**config.mk**
```make
export PLATFORM = sky130hd
export DESIGN_NAME = hbfc_top
export DESIGN_NICKNAME = d
export VERILOG_FILES = /design/src/hbfc_pkg.sv /design/src/hbfc_pwm_check.sv /design/src/hbfc_top.sv
export SDC_FILE = /design/constraint.sdc
export NUM_CORES = 1
export LEC_CHECK = 0
export ABC_AREA = 1
export BUFFER_PORTS_ARGS = -buffer_cell sky130_fd_sc_hd__buf_2
export CORE_MARGIN = 2
export CORE_UTILIZATION = 29
export CTS_BUF_LIST = sky130_fd_sc_hd__clkbuf_8
export DETAILED_ROUTE_END_ITERATION = 7
export GPL_ROUTABILITY_DRIVEN = 0
export PLACE_DENSITY = 0.63
export SLEW_MARGIN = 20
export SYNTH_ARGS = -nofsm -noshare
export SYNTH_HDL_FRONTEND = slang
export SYNTH_SLANG_ARGS = --single-unit
```
**constraint.sdc**
```tcl
create_clock -name SYS_CLK -period 1.29 [get_ports SYS_CLK]
set_clock_uncertainty 0.05 [all_clocks]
set_input_delay 0.129 -clock SYS_CLK [delete_from_list [all_inputs] [get_ports SYS_CLK]]
set_output_delay 0.129 -clock SYS_CLK [all_outputs]
set_load 0.02 [all_outputs]
```
**src/hbfc_pkg.sv**
```systemverilog
// Constants, types and register map of the bridge fault controller
// How it works
// - Power-down wins; bridge outputs float
// - Power-down releases all three fault lines
// - Reset ignores inputs, drives low, clears latch
// - Fault lines only pull low or release
// - Short circuit latches floating shutdown until reset
// - Other faults drive low, clear when gone
// - No input toggling counts as illegal input
// - Shutdown codes: illegal, short, heat, low supply
// - Running codes: normal, heat warning; rest reserved
// - Thermal trip above 150C, resume at 130C
// - Low regulator holds shutdown until recovered
// - Pos/neg decode; equal inputs are illegal
package hbfc_pkg;

  // ----------------------------------------------------------------
  // Bus and register map
  // ----------------------------------------------------------------
  localparam int          ADDR_W       = 8;
  localparam int          DATA_W       = 32;
  localparam logic [7:0]  REG_CTRL     = 8'h00;
  localparam logic [7:0]  REG_STATUS   = 8'h04;
  localparam logic [7:0]  REG_IRQ_STAT = 8'h08;
  localparam logic [7:0]  REG_IRQ_MASK = 8'h0c;

  // Control register: bit 0 mutes the bridge in normal operation
  localparam int          CTRL_MUTE    = 0;
  localparam logic        CTRL_RST     = 1'h0;

  // Status register fields
  localparam int          ST_SHUT      = 0;
  localparam int          ST_CODE_LSB  = 1;
  localparam int          ST_WARN      = 3;
  localparam int          ST_LATCH     = 4;
  localparam int          ST_STATE_LSB = 5;
  localparam int          ST_LINE_LSB  = 7;

  // Interrupt event bits, same layout in status and mask
  localparam int          EV_W         = 5;
  localparam int          EV_ILLEGAL   = 0;
  localparam int          EV_SHORT     = 1;
  localparam int          EV_OVERTEMP  = 2;
  localparam int          EV_LOWREG    = 3;
  localparam int          EV_WARN      = 4;
  localparam logic [4:0]  EV_RST       = 5'h00;

  // ----------------------------------------------------------------
  // Fault codes {hi, lo} as seen on the lines
  // ----------------------------------------------------------------
  localparam logic [1:0]  CODE_ILLEGAL  = 2'h0;
  localparam logic [1:0]  CODE_SHORT    = 2'h1;
  localparam logic [1:0]  CODE_OVERTEMP = 2'h2;
  localparam logic [1:0]  CODE_LOWREG   = 2'h3;
  localparam logic [1:0]  CODE_WARN     = 2'h2;
  localparam logic [1:0]  CODE_NORMAL   = 2'h3;

  // ----------------------------------------------------------------
  // Thermal thresholds, sensor reads whole degrees C
  // ----------------------------------------------------------------
  localparam int          TEMP_W       = 8;
  localparam logic [7:0]  TEMP_SHUT    = 8'h96;  // 150 C
  localparam logic [7:0]  TEMP_WARN    = 8'h82;  // 130 C

  // ----------------------------------------------------------------
  // Timing
  // ----------------------------------------------------------------
  localparam int          CLK_PERIOD_NS  = 40;
  localparam int          ACT_TIMEOUT_NS = 20000;
  localparam int          ACT_TIMEOUT_CYC = ACT_TIMEOUT_NS / CLK_PERIOD_NS;
  localparam int          CNT_W          = 10;

  typedef enum logic [1:0] {
    ST_OFF   = 2'h0,
    ST_HOLD  = 2'h1,
    ST_RUN   = 2'h3,
    ST_FAULT = 2'h2
  } hbfc_state_t;

endpackage : hbfc_pkg

```
**src/hbfc_pwm_check.sv**
```systemverilog
// Per-side PWM input checker: illegal pair and loss of toggling
`timescale 1ns/1ps
module hbfc_pwm_check (
  // Clock and reset
  input  wire logic clk,
  input  wire logic rst_n,
  // Checker enable, low while bridge reset or power-down
  input  wire logic arm,
  // Complementary input pair
  input  wire logic pos,
  input  wire logic neg,
  // Registered illegal flag
  output logic      bad
);

  localparam logic [hbfc_pkg::CNT_W-1:0] LIMIT =
    hbfc_pkg::CNT_W'(hbfc_pkg::ACT_TIMEOUT_CYC);

  logic                        prev_q, prev_d;
  logic [hbfc_pkg::CNT_W-1:0]  cnt_q,  cnt_d;
  logic                        bad_q,  bad_d;

  always_comb begin
    prev_d = pos;
    if (!arm || (pos != prev_q)) begin
      cnt_d = '0;
    end else if (cnt_q == LIMIT) begin
      cnt_d = cnt_q;
    end else begin
      cnt_d = cnt_q + 1'b1;
    end
    // Equal pair or a stalled pair both count as illegal
    bad_d = arm && ((pos == neg) || (cnt_q == LIMIT));
  end

  always_ff @(posedge clk) begin
    if (!rst_n) begin
      prev_q <= 1'b0;
      cnt_q  <= '0;
      bad_q  <= 1'b0;
    end else begin
      prev_q <= prev_d;
      cnt_q  <= cnt_d;
      bad_q  <= bad_d;
    end
  end

  assign bad = bad_q;

endmodule : hbfc_pwm_check

```
**src/hbfc_top.sv**
```systemverilog
// Bridge fault controller: output control, fault coding, registers
//
// The placing of the registers and register access over Wishbone were decided locally.
`timescale 1ns/1ps
module hbfc_top (
  // Clock and reset
  input  wire logic                         SYS_CLK,
  input  wire logic                         RST_N,
  // Control pins
  input  wire logic                         POWER_DOWN_N,
  input  wire logic                         BRIDGE_RESET_N,
  // PWM inputs
  input  wire logic                         SIDE_A_POS_IN,
  input  wire logic                         SIDE_A_NEG_IN,
  input  wire logic                         SIDE_B_POS_IN,
  input  wire logic                         SIDE_B_NEG_IN,
  // Sensors
  input  wire logic [hbfc_pkg::TEMP_W-1:0]  TEMP_SENSE,
  input  wire logic                         REGULATOR_OUT_A_OK,
  input  wire logic                         REGULATOR_OUT_B_OK,
  input  wire logic                         OVER_CURRENT_A,
  input  wire logic                         OVER_CURRENT_B,
  // Bridge outputs, floating while enable low
  output logic                              BRIDGE_OUT_A,
  output logic                              BRIDGE_OUT_A_OE,
  output logic                              BRIDGE_OUT_B,
  output logic                              BRIDGE_OUT_B_OE,
  // Open-drain fault lines
  output logic                              SHUTDOWN_N_O,
  output logic                              SHUTDOWN_N_OE,
  input  wire logic                         SHUTDOWN_N_I,
  output logic                              FAULT_CODE_HI_O,
  output logic                              FAULT_CODE_HI_OE,
  input  wire logic                         FAULT_CODE_HI_I,
  output logic                              FAULT_CODE_LO_O,
  output logic                              FAULT_CODE_LO_OE,
  input  wire logic                         FAULT_CODE_LO_I,
  // Wishbone slave
  input  wire logic                         WB_CYC_I,
  input  wire logic                         WB_STB_I,
  input  wire logic                         WB_WE_I,
  input  wire logic [hbfc_pkg::ADDR_W-1:0]  WB_ADR_I,
  input  wire logic [3:0]                   WB_SEL_I,
  input  wire logic [hbfc_pkg::DATA_W-1:0]  WB_DAT_I,
  output logic      [hbfc_pkg::DATA_W-1:0]  WB_DAT_O,
  output logic                              WB_ACK_O,
  // Interrupt
  output logic                              IRQ
);

  // ----------------------------------------------------------------
  // Input checkers, one per bridge side
  // ----------------------------------------------------------------
  logic [1:0] pos_in;
  logic [1:0] neg_in;
  logic [1:0] side_bad;
  logic       armed;

  assign pos_in = {SIDE_B_POS_IN, SIDE_A_POS_IN};
  assign neg_in = {SIDE_B_NEG_IN, SIDE_A_NEG_IN};
  // Checkers idle in reset so a fresh start gets a full timeout
  assign armed  = POWER_DOWN_N && BRIDGE_RESET_N;

  genvar s;
  generate
    for (s = 0; s < 2; s++) begin : g_side
      hbfc_pwm_check u_check (
        .clk   (SYS_CLK),
        .rst_n (RST_N),
        .arm   (armed),
        .pos   (pos_in[s]),
        .neg   (neg_in[s]),
        .bad   (side_bad[s])
      );
    end
  endgenerate

  // ----------------------------------------------------------------
  // Fault conditions
  // ----------------------------------------------------------------
  logic illegal;
  logic low_reg;
  logic over_cur;
  logic hot_q,   hot_d;
  logic latch_q, latch_d;
  logic warn;

  assign illegal  = |side_bad;
  assign low_reg  = !REGULATOR_OUT_A_OK || !REGULATOR_OUT_B_OK;
  assign over_cur = OVER_CURRENT_A || OVER_CURRENT_B;
  assign warn     = TEMP_SENSE > hbfc_pkg::TEMP_WARN;

  always_comb begin
    // Trip above the shutdown point, release only at the warning point
    if (TEMP_SENSE > hbfc_pkg::TEMP_SHUT) begin
      hot_d = 1'b1;
    end else if (TEMP_SENSE <= hbfc_pkg::TEMP_WARN) begin
      hot_d = 1'b0;
    end else begin
      hot_d = hot_q;
    end
    // Reset and power-down clear the latch and hold it clear
    if (!POWER_DOWN_N || !BRIDGE_RESET_N) begin
      latch_d = 1'b0;
    end else if (over_cur) begin
      latch_d = 1'b1;
    end else begin
      latch_d = latch_q;
    end
  end

  always_ff @(posedge SYS_CLK) begin
    if (!RST_N) begin
      hot_q   <= 1'b0;
      latch_q <= 1'b0;
    end else begin
      hot_q   <= hot_d;
      latch_q <= latch_d;
    end
  end

  // ----------------------------------------------------------------
  // Operating state and pin drive
  // ----------------------------------------------------------------
  logic       fault_any;
  logic [1:0] cause;

  assign fault_any = latch_q || low_reg || hot_q || illegal;

  // Short circuit first, then supply, heat and input faults
  always_comb begin
    if (latch_q) begin
      cause = hbfc_pkg::CODE_SHORT;
    end else if (low_reg) begin
      cause = hbfc_pkg::CODE_LOWREG;
    end else if (hot_q) begin
      cause = hbfc_pkg::CODE_OVERTEMP;
    end else begin
      cause = hbfc_pkg::CODE_ILLEGAL;
    end
  end

  hbfc_pkg::hbfc_state_t state_q, state_d;

  // Power-down beats reset, reset beats any fault
  always_comb begin
    state_d = state_q;
    case (state_q)
      hbfc_pkg::ST_OFF: begin
        if (POWER_DOWN_N) begin
          state_d = hbfc_pkg::ST_HOLD;
        end
      end
      hbfc_pkg::ST_HOLD: begin
        if (!POWER_DOWN_N) begin
          state_d = hbfc_pkg::ST_OFF;
        end else if (BRIDGE_RESET_N) begin
          state_d = hbfc_pkg::ST_RUN;
        end
      end
      hbfc_pkg::ST_RUN: begin
        if (!POWER_DOWN_N) begin
          state_d = hbfc_pkg::ST_OFF;
        end else if (!BRIDGE_RESET_N) begin
          state_d = hbfc_pkg::ST_HOLD;
        end else if (fault_any) begin
          state_d = hbfc_pkg::ST_FAULT;
        end
      end
      hbfc_pkg::ST_FAULT: begin
        if (!POWER_DOWN_N) begin
          state_d = hbfc_pkg::ST_OFF;
        end else if (!BRIDGE_RESET_N) begin
          state_d = hbfc_pkg::ST_HOLD;
        end else if (!fault_any) begin
          state_d = hbfc_pkg::ST_RUN;
        end
      end
      default: begin
        state_d = hbfc_pkg::ST_OFF;
      end
    endcase
  end

  // ----------------------------------------------------------------
  // Registers and bus
  // ----------------------------------------------------------------
  logic                            ack_q,   ack_d;
  logic [hbfc_pkg::DATA_W-1:0]     rdat_q,  rdat_d;
  logic                            mute_q,  mute_d;
  logic [hbfc_pkg::EV_W-1:0]       mask_q,  mask_d;
  logic [hbfc_pkg::EV_W-1:0]       stat_q,  stat_d;
  logic                            irq_q,   irq_d;
  logic [2:0]                      line_q,  line_d;
  logic [hbfc_pkg::EV_W-1:0]       ev_now;
  logic [hbfc_pkg::DATA_W-1:0]     status_word;
  logic                            bus_req;
  logic                            wr_hit;

  // Pin drive state, registered so outputs come from flops
  logic [1:0]                      drv_q,   drv_d;
  logic [1:0]                      oe_q,    oe_d;
  logic                            sd_pull_q, sd_pull_d;
  logic [1:0]                      code_pull_q, code_pull_d;

  assign bus_req = WB_CYC_I && WB_STB_I;
  // Writes land on the edge at which the master sees ack high
  assign wr_hit  = bus_req && WB_WE_I && ack_q && WB_SEL_I[0];

  always_comb begin
    status_word = '0;
    status_word[hbfc_pkg::ST_SHUT] = sd_pull_q;
    status_word[hbfc_pkg::ST_CODE_LSB +: 2] = ~code_pull_q;
    status_word[hbfc_pkg::ST_WARN] = warn;
    status_word[hbfc_pkg::ST_LATCH] = latch_q;
    status_word[hbfc_pkg::ST_STATE_LSB +: 2] = state_q;
    status_word[hbfc_pkg::ST_LINE_LSB +: 3] = line_q;
  end

  // Events are levels; gated so reset and power-down stay quiet
  always_comb begin
    ev_now = '0;
    ev_now[hbfc_pkg::EV_ILLEGAL]  = illegal;
    ev_now[hbfc_pkg::EV_SHORT]    = latch_q;
    ev_now[hbfc_pkg::EV_OVERTEMP] = hot_q && armed;
    ev_now[hbfc_pkg::EV_LOWREG]   = low_reg && armed;
    ev_now[hbfc_pkg::EV_WARN]     = warn && armed;
  end

  always_comb begin
    ack_d  = bus_req && !ack_q;
    rdat_d = rdat_q;
    mute_d = mute_q;
    mask_d = mask_q;
    stat_d = stat_q;
    if (bus_req && !ack_q) begin
      rdat_d = '0;
      case (WB_ADR_I)
        hbfc_pkg::REG_CTRL: begin
          rdat_d[hbfc_pkg::CTRL_MUTE] = mute_q;
        end
        hbfc_pkg::REG_STATUS: begin
          rdat_d = status_word;
        end
        hbfc_pkg::REG_IRQ_STAT: begin
          rdat_d[hbfc_pkg::EV_W-1:0] = stat_q;
        end
        hbfc_pkg::REG_IRQ_MASK: begin
          rdat_d[hbfc_pkg::EV_W-1:0] = mask_q;
        end
        default: begin
          rdat_d = '0;
        end
      endcase
    end
    if (wr_hit) begin
      case (WB_ADR_I)
        hbfc_pkg::REG_CTRL: begin
          mute_d = WB_DAT_I[hbfc_pkg::CTRL_MUTE];
        end
        hbfc_pkg::REG_IRQ_STAT: begin
          stat_d = stat_q & ~WB_DAT_I[hbfc_pkg::EV_W-1:0];
        end
        hbfc_pkg::REG_IRQ_MASK: begin
          mask_d = WB_DAT_I[hbfc_pkg::EV_W-1:0];
        end
        default: begin
          mute_d = mute_q;
        end
      endcase
    end
    // A new event beats a clear in the same cycle
    stat_d = stat_d | ev_now;
    // Mask bit set means that event stays off the line
    irq_d  = |(stat_q & ~mask_q);
    line_d = {SHUTDOWN_N_I, FAULT_CODE_HI_I, FAULT_CODE_LO_I};
  end

  // ----------------------------------------------------------------
  // Pin drive from the next state
  // ----------------------------------------------------------------
  always_comb begin
    drv_d       = '0;
    oe_d        = '0;
    sd_pull_d   = 1'b0;
    code_pull_d = '0;
    case (state_d)
      hbfc_pkg::ST_OFF: begin
        // Everything let go, the pull-ups read high
        oe_d = '0;
      end
      hbfc_pkg::ST_HOLD: begin
        oe_d = '1;
      end
      hbfc_pkg::ST_RUN: begin
        oe_d = '1;
        if (!mute_q) begin
          drv_d = pos_in;
        end
        if (warn) begin
          code_pull_d = ~hbfc_pkg::CODE_WARN;
        end
      end
      hbfc_pkg::ST_FAULT: begin
        sd_pull_d   = 1'b1;
        code_pull_d = ~cause;
        if (latch_q) begin
          oe_d = '0;
        end else begin
          oe_d = '1;
        end
      end
      default: begin
        oe_d = '0;
      end
    endcase
  end

  always_ff @(posedge SYS_CLK) begin
    if (!RST_N) begin
      state_q     <= hbfc_pkg::ST_OFF;
      ack_q       <= 1'b0;
      rdat_q      <= '0;
      mute_q      <= hbfc_pkg::CTRL_RST;
      mask_q      <= hbfc_pkg::EV_RST;
      stat_q      <= hbfc_pkg::EV_RST;
      irq_q       <= 1'b0;
      line_q      <= '1;
      drv_q       <= '0;
      oe_q        <= '0;
      sd_pull_q   <= 1'b0;
      code_pull_q <= '0;
    end else begin
      state_q     <= state_d;
      ack_q       <= ack_d;
      rdat_q      <= rdat_d;
      mute_q      <= mute_d;
      mask_q      <= mask_d;
      stat_q      <= stat_d;
      irq_q       <= irq_d;
      line_q      <= line_d;
      drv_q       <= drv_d;
      oe_q        <= oe_d;
      sd_pull_q   <= sd_pull_d;
      code_pull_q <= code_pull_d;
    end
  end

  // ----------------------------------------------------------------
  // Outputs
  // ----------------------------------------------------------------
  assign BRIDGE_OUT_A     = drv_q[0];
  assign BRIDGE_OUT_A_OE  = oe_q[0];
  assign BRIDGE_OUT_B     = drv_q[1];
  assign BRIDGE_OUT_B_OE  = oe_q[1];

  // Open drain: level is always low, only the enable moves
  assign SHUTDOWN_N_O     = 1'b0;
  assign SHUTDOWN_N_OE    = sd_pull_q;
  assign FAULT_CODE_HI_O  = 1'b0;
  assign FAULT_CODE_HI_OE = code_pull_q[1];
  assign FAULT_CODE_LO_O  = 1'b0;
  assign FAULT_CODE_LO_OE = code_pull_q[0];

  assign WB_DAT_O = rdat_q;
  assign WB_ACK_O = ack_q;
  assign IRQ      = irq_q;

endmodule : hbfc_top

```
==> results of run 1 <==
[area by class of cell]
class                      count  share of cell area
inverter                      50              0.0500
clock buffer                  10              0.0357
sequential                    60               0.317
multi-input combinational    267               0.389
clock inverter                 6              0.0289
tap                          133              0.0432
timing repair buffer          87               0.137
[cells in the mapped netlist, types with 5 or more instances]
master | n | area (sq um)
o21ai_0 | 23 | 115
inv_2 | 7 | 26.3
nand3_1 | 23 | 115
nand3_2 | 5 | 50.1
nand2_2 | 6 | 37.5
dfxtp_1 | 60 | 1200
nor2_1 | 34 | 128
nand2_1 | 60 | 225
buf_4 | 27 | 203
xor2_1 | 5 | 43.8
inv_1 | 42 | 158
nor3_1 | 8 | 40.0
a21oi_1 | 34 | 170
[sequential cells by signal, indices dropped and copies added (netlist names)]
name	count
oe_q	1
code_pull_q	2
g_side.u_check.prev_q	2
mute_q	1
hot_q	1
mask_q	5
line_q	3
SHUTDOWN_N_OE	1
stat_q	5
WB_DAT_O	10
g_side.u_check.cnt_q	20
state_q	2
latch_q	1
IRQ	1
WB_ACK_O	1
drv_q	2
g_side.u_check.bad	2
[kinds of logic after synthesis]
| family | count (synthesis) | share of synthesized area |
|---|---|---|
| fa+ha+maj | 4 | 0.0170 |
| simple gates | 159 | 0.282 |
| compound gates | 72 | 0.133 |
| buf+inv | 80 | 0.138 |
| flops | 60 | 0.409 |
| xor+xnor | 7 | 0.0209 |
| other cells | 1 | 0.00128 |
[worst max-delay path by stage]
stage                                from                          to
5_1_grt        g_side[0].u_check.cnt_q[2]  g_side[0].u_check.cnt_q[9]
3_5_place_dp   g_side[0].u_check.cnt_q[2]  g_side[0].u_check.cnt_q[9]
6_report       g_side[1].u_check.cnt_q[0]  g_side[1].u_check.cnt_q[3]
3_3_place_gp   g_side[1].u_check.cnt_q[0]  g_side[1].u_check.cnt_q[3]
4_1_cts        g_side[0].u_check.cnt_q[0]  g_side[0].u_check.cnt_q[9]
2_1_floorplan                    WB_ACK_O                   mask_q[0]
[through the flow]
step | setup TNS (ns) | hold WS [ns] | worst slack, ns | instances | utilization
2_1_floorplan | 0 | 0.177 | 0.0104 | 407 | -
6_report | 0 | 0.0000650 | 0.0180 | 613 | 0.393
5_1_grt | -0.335 | 0.0166 | -0.0541 | 613 | 0.393
3_5_place_dp | -0.0522 | 0.270 | -0.0300 | 585 | 0.346
3_3_place_gp | 0 | 0.267 | 0.0107 | 585 | 0.346
4_1_cts | -0.00185 | 0.000468 | -0.00185 | 609 | 0.380
[repair_timing]
item / 4_1_cts / 5_1_grt
setup buffers: 0 / 4
endpoints found under the setup margin: 5 / 25
pin swaps: 1 / 12
hold buffers: 8 / 0
hold endpoints to repair: 7 / 0
resized for setup: 3 / 36
[per-layer routing]
layer,vias up,GRT usage,part of all wire
li1,1370,-,-
met1,1199,0.145,0.45
met2,74,0.207,0.48
met3,7,0.0412,0.050
met4,0,0.0400,0.013
met5,-,0,0
[worst max-delay path, stage by stage (launching register included)]
cell and delay [ns]:
dfxtp_2 0.37, inv_2 0.06, ha_4 0.15, nand3_2 0.06
nor2_1 0.04, nand2_1 0.12, inv_2 0.07, nor2_1 0.10
nand2_1 0.05, a21oi_1 0.13
[power groups by stage]
stage               registers [uW]  logic, uW  clock network [uW]
floorplan                     1980        275                   0
global placement              1960        382                   0
detailed placement            1960        386                   0
CTS                           1920        406                2160
global route                  1920        461                2240
finish                        1920        414                2120
==> summary.md, run 1 <==
| Metric | Value |
|---|---|
| # IOs | `114` |
| RSZ-0062 raised after global routing | `yes` |
| Initial DRT Pass Iterations | `5` |
| Startpoint types | `flop` |
| Final instance area | `between 3000 and 4000 sq um` |
| Status | `complete, no violations` |
| Area delta synth->final | `31.1%` |
| Max Freq | `slightly below 800 MHz` |
| CTS clk-pin slew, worst paths | `about 0.070 ns` |
| CTS tree | `done` |
| Combinational fraction of design power | `0.093` |
| Post-synth top flop | `dfxtp_1` |
| Final hold violation count | `0` |
| Hold path depth | `3` |
| Clock sink total | `60` |
| Post-DP HPWL | `about 5100 microns` |
| R2R Setup Slk | `around 0.018 ns` |
| Vias in the first global route | `between 2000 and 2500` |
| Syn. warnings | `0` |
| Most frequent cells in the layout | `nand2_1 (60), buf_2 (58), dfxtp_1 (50), inv_1 (37), a21oi_1 (33)` |
| Netlist cell types | `33` |
| Antenna Nets Post-Route | `0` |
| Hold path startpoint | `WB_DAT_I[1]` |
| Final worst-path cycle share | `0.986` |
| # DRC | `0` |
| PortBufs | `58` |
| Critical Path Fanout Max | `4` |
| Cells after Synth | `between 300 and 400` |
| Initial DRC count | `just under 100` |
| FF/Latch Area | `between 1000 and 1500 sq um` |
| PnR Total Power | `approximately 4400 uW` |
| Final nets | `549` |
| Via density | `4.32` |
| DR WL/cell | `roughly 11 microns` |
| Power Dens Cells | `1150 nW/um^2` |
| Sink of the worst hold path | `mask_q[1]` |
| Most common cell after layout, fill and taps aside | `nand2_1` |
| Sw Ratio | `0.240` |
| Placed Instance Area | `about 3400 sq um` |
| WL final | `between 6000 and 7000 microns` |
| Flop pwr share | `0.431` |
| Total vias in the final route | `between 2000 and 3000` |
| FF+latch count, synth | `60` |
| Critical path endpoint category | `flop` |
| Leakage | `between 0.0015 and 0.002 uW` |
| Largest net degree at the start of global routing | `17` |
| Seq/Total Area, Yosys | `0.409` |
| Area of the multi-input gates | `1500 sq um` |
| Full die area | `roughly 11000 sq um` |
| Initial core utilization | `0.299` |
| Post-route minimum period | `1.27 ns` |
| Die width | `roughly 100 microns` |
| Row cnt | `36` |
| Layout fillers | `between 1000 and 1500` |
| Clock root cell | `clkbuf_8` |
| R2r endpoint | `g_side[1].u_check.cnt_q[3]` |
| Number of synthesized flops with an enable pin | `0` |
| Clock Tree Buf Depth | `2` |
| Hold Crit Class | `in2reg` |
| CTS H-tree lvls | `3` |
| Cell area after synthesis | `2940 sq um` |
| Peak supply drop | `0.609 mV` |
| Switching pwr | `1070 uW` |
| N_diodes | `0` |
| Cells on worst reg2reg path | `9` |
| Setup Crit Path Kind | `reg2reg` |
| Worst-skew pair later-pin latency | `about 0.35 ns` |
| Die Ht | `approximately 100 microns` |
| Int Power | `3380 uW` |
| Initial antenna violation count | `0` |
| Worst EP required | `1.52 ns` |
| FFs w/ async S/R, synth | `0` |
| Syn Area/Cell | `around 7.7 sq um` |
| Proportion of power drawn by the clock network | `0.476` |
| Slew Viols, Final | `0` |
| Core footprint | `approximately 9800 sq um` |
| GRT Resource Usage Total | `0.122` |
| Global-route wire length before repair | `10700 microns` |
| Worst r2r src | `g_side[1].u_check.cnt_q[0]` |
| CTS Buf Count | `9` |
| Crit path DAT | `1.50 ns` |
| Total congestion overflow | `0` |
| Maxcap violations | `0` |
| Fraction of layout cells with a size suffix above 1 | `0.338` |
| Final setup fails | `0` |
Note: power is estimated with default switching activity, not from simulation.
==> run 2: changes to the inputs <==
PLACE_DENSITY = 0.61   (was 0.63)
clock period = 1.5 ns   (was 1.29 ns; I/O delays follow)
==> summary.md, run 2 (synthesis results as in run 1) <==
| Metric | Value |
|---|---|
| Initial DRC count | `123 (+27%)` |
| Setup Crit Path Kind | `reg2reg` |
| Total congestion overflow | `0 (unchanged)` |
| Via density | `4.25 (-1.8%)` |
| Hold path depth | `3 (unchanged)` |
| R2R Setup Slk | `0.13 ns (+0.11 ns)` |
| Peak supply drop | `0.608 mV (about the same)` |
| Final worst-path cycle share | `0.915 (-0.0714)` |
| Row cnt | `36 (unchanged)` |
| Max Freq | `729 MHz (-7.3%)` |
| # IOs | `114 (unchanged)` |
| Startpoint types | `flop` |
| Largest net degree at the start of global routing | `17 (unchanged)` |
| Biggest register | `g_side.u_check.cnt_q` |
| Clock Tree Buf Depth | `2 (unchanged)` |
| Setup TNS | `0 ns (unchanged)` |
| Die width | `105 microns (unchanged)` |
| # DRC | `0 (unchanged)` |
| Full die area | `11000 sq um (unchanged)` |
| Antenna Nets Post-Route | `0 (unchanged)` |
| Non-filler cells, final | `599 (-2.3%)` |
| Crit path to | `g_side[1].u_check.cnt_q[3]` |
| Crit path DAT | `1.59 ns (+0.09 ns)` |
| Clock sink total | `60 (unchanged)` |
| Total vias in the final route | `2543 (-4.0%)` |
| Most frequent cells in the layout | `dfxtp_1 (60), nand2_1 (60), buf_2 (58), inv_1 (42)` |
| Worst EP required | `1.72 ns (+0.20 ns)` |
| Final setup fails | `0 (unchanged)` |
| Core footprint | `9820 sq um (unchanged)` |
| Die Ht | `105 microns (unchanged)` |
| CTS clk-pin slew, worst paths | `0.07 ns (about the same)` |
| Placed Instance Area | `3320 sq um (-2.2%)` |
| DR WL/cell | `10.7 microns (-1.1%)` |
| Clock root cell | `clkbuf_8` |
| Placed cell count | `575 (-1.7%)` |
| Slew Viols, Final | `0 (unchanged)` |
| Worst-skew pair later-pin latency | `0.34 ns (about the same)` |
| Crit. Startpoint | `g_side[1].u_check.cnt_q[0]` |
| Initial DRT Pass Iterations | `4 (-1)` |
| Initial antenna violation count | `0 (unchanged)` |
| Max reg flops | `20 (unchanged)` |
| CTS Buf Count | `9 (unchanged)` |
| Post-DP HPWL | `4900 microns (-3.4%)` |
| PortBufs | `58 (unchanged)` |
| Critical Path Fanout Max | `4 (unchanged)` |
| Layout fillers | `1067 (+6.4%)` |
| Cells on worst reg2reg path | `9 (unchanged)` |
| Status | `complete, no violations` |
| Fraction of layout cells with a size suffix above 1 | `0.262 (-0.0757)` |
| WL final | `6410 microns (-3.3%)` |
| Hold Crit Class | `in2reg` |
| Worst r2r src | `g_side[1].u_check.cnt_q[0]` |
| Post-route minimum period | `1.37 ns (+0.0999 ns)` |
| CTS H-tree lvls | `3 (unchanged)` |
| Leakage | `0.00158 uW (-6.7%)` |
| Final instance area | `3600 sq um (-6.7%)` |
| R2r endpoint | `g_side[1].u_check.cnt_q[3]` |
| Area delta synth->final | `22.3%` |
| Initial core utilization | `0.299 (unchanged)` |
| Final nets | `535 (-2.6%)` |
| N_diodes | `0 (unchanged)` |
| Power Dens Cells | `943 nW/um^2 (-18%)` |
| GRT Resource Usage Total | `0.121 (-0.00166)` |
| Critical path endpoint category | `flop` |
| Global-route wire length before repair | `10600 microns (-1.7%)` |
| CTS tree | `done` |
| Maxcap violations | `0 (unchanged)` |
| RSZ-0062 raised after global routing | `no` |
| Vias in the first global route | `2373 (-2.4%)` |
| Final hold violation count | `0 (unchanged)` |
run 2: cell type report:
cell class	count	area, sq um	area share
Clock inverter	7	67.6	0.0188
Inverter	50	190	0.0529
Multi-Input combinational cell	267	1420	0.396
Clock buffer	9	124	0.0344
Tap cell	133	166	0.0463
Sequential cell	60	1200	0.334
Timing Repair Buffer	73	423	0.118
run 2: timing repair:
item | CTS | global route
setup buffers | 0 | 0
gates resized for setup | 0 | 0
endpoints found under the hold margin | 8 | 0
hold buffers | 8 | 0
run 2: stage by stage:
step | setup slack [ns] | hold WS [ns] | utilization | power [uW]
2_1_floorplan | 0.220 | 0.198 | - | 1940
3_3_place_gp | 0.169 | 0.288 | 0.339 | 2010
3_5_place_dp | 0.128 | 0.289 | 0.339 | 2010
4_1_cts | 0.109 | 0.00783 | 0.366 | 3450
5_1_grt | 0.0191 | 0.0234 | 0.366 | 3570
6_report | 0.128 | 0.0253 | 0.366 | 3390
run 2: how the worst min path moves through the flow:
stage,start,end,slack (ns)
finish,WB_DAT_I[1],mask_q[1],0.03
global route,WB_DAT_I[0],mask_q[0],0.02
CTS,WB_DAT_I[0],mask_q[0],0.008
detailed placement,FAULT_CODE_HI_I,line_q[1],0.29
global placement,FAULT_CODE_HI_I,line_q[1],0.29
floorplan,SIDE_A_POS_IN,g_side[0].u_check.prev_q,0.20
run 2: report_power, final:
part / internal (uW) / total (uW) / leakage, uW / switching [uW]
sequential: 1630 / 1650 / 0.000488 / 18.1
combinational: 120 / 341 / 0.00100 / 222
clock: 756 / 1400 / 0.0000910 / 644
run 2: critical path, cell delays in order, from the launching register on:
cell     delay, ns
dfxtp_1       0.38
inv_1         0.08
ha_1          0.20
nand3_1       0.08
nor2_1        0.04
nand2_1       0.13
inv_2         0.08
nor2_1        0.09
nand2_1       0.05
a21oi_1       0.12
run 2: layer usage:
| layer | wire [microns] | vias to the layer above | GRT usage |
|---|---|---|---|
| li1 | - | 1338 | - |
| met1 | 3040 | 1130 | 0.148 |
| met2 | 2970 | 69 | 0.201 |
| met3 | 344 | 6 | 0.0399 |
| met4 | 58 | 0 | 0.0371 |
| met5 | 0 | - | 0 |
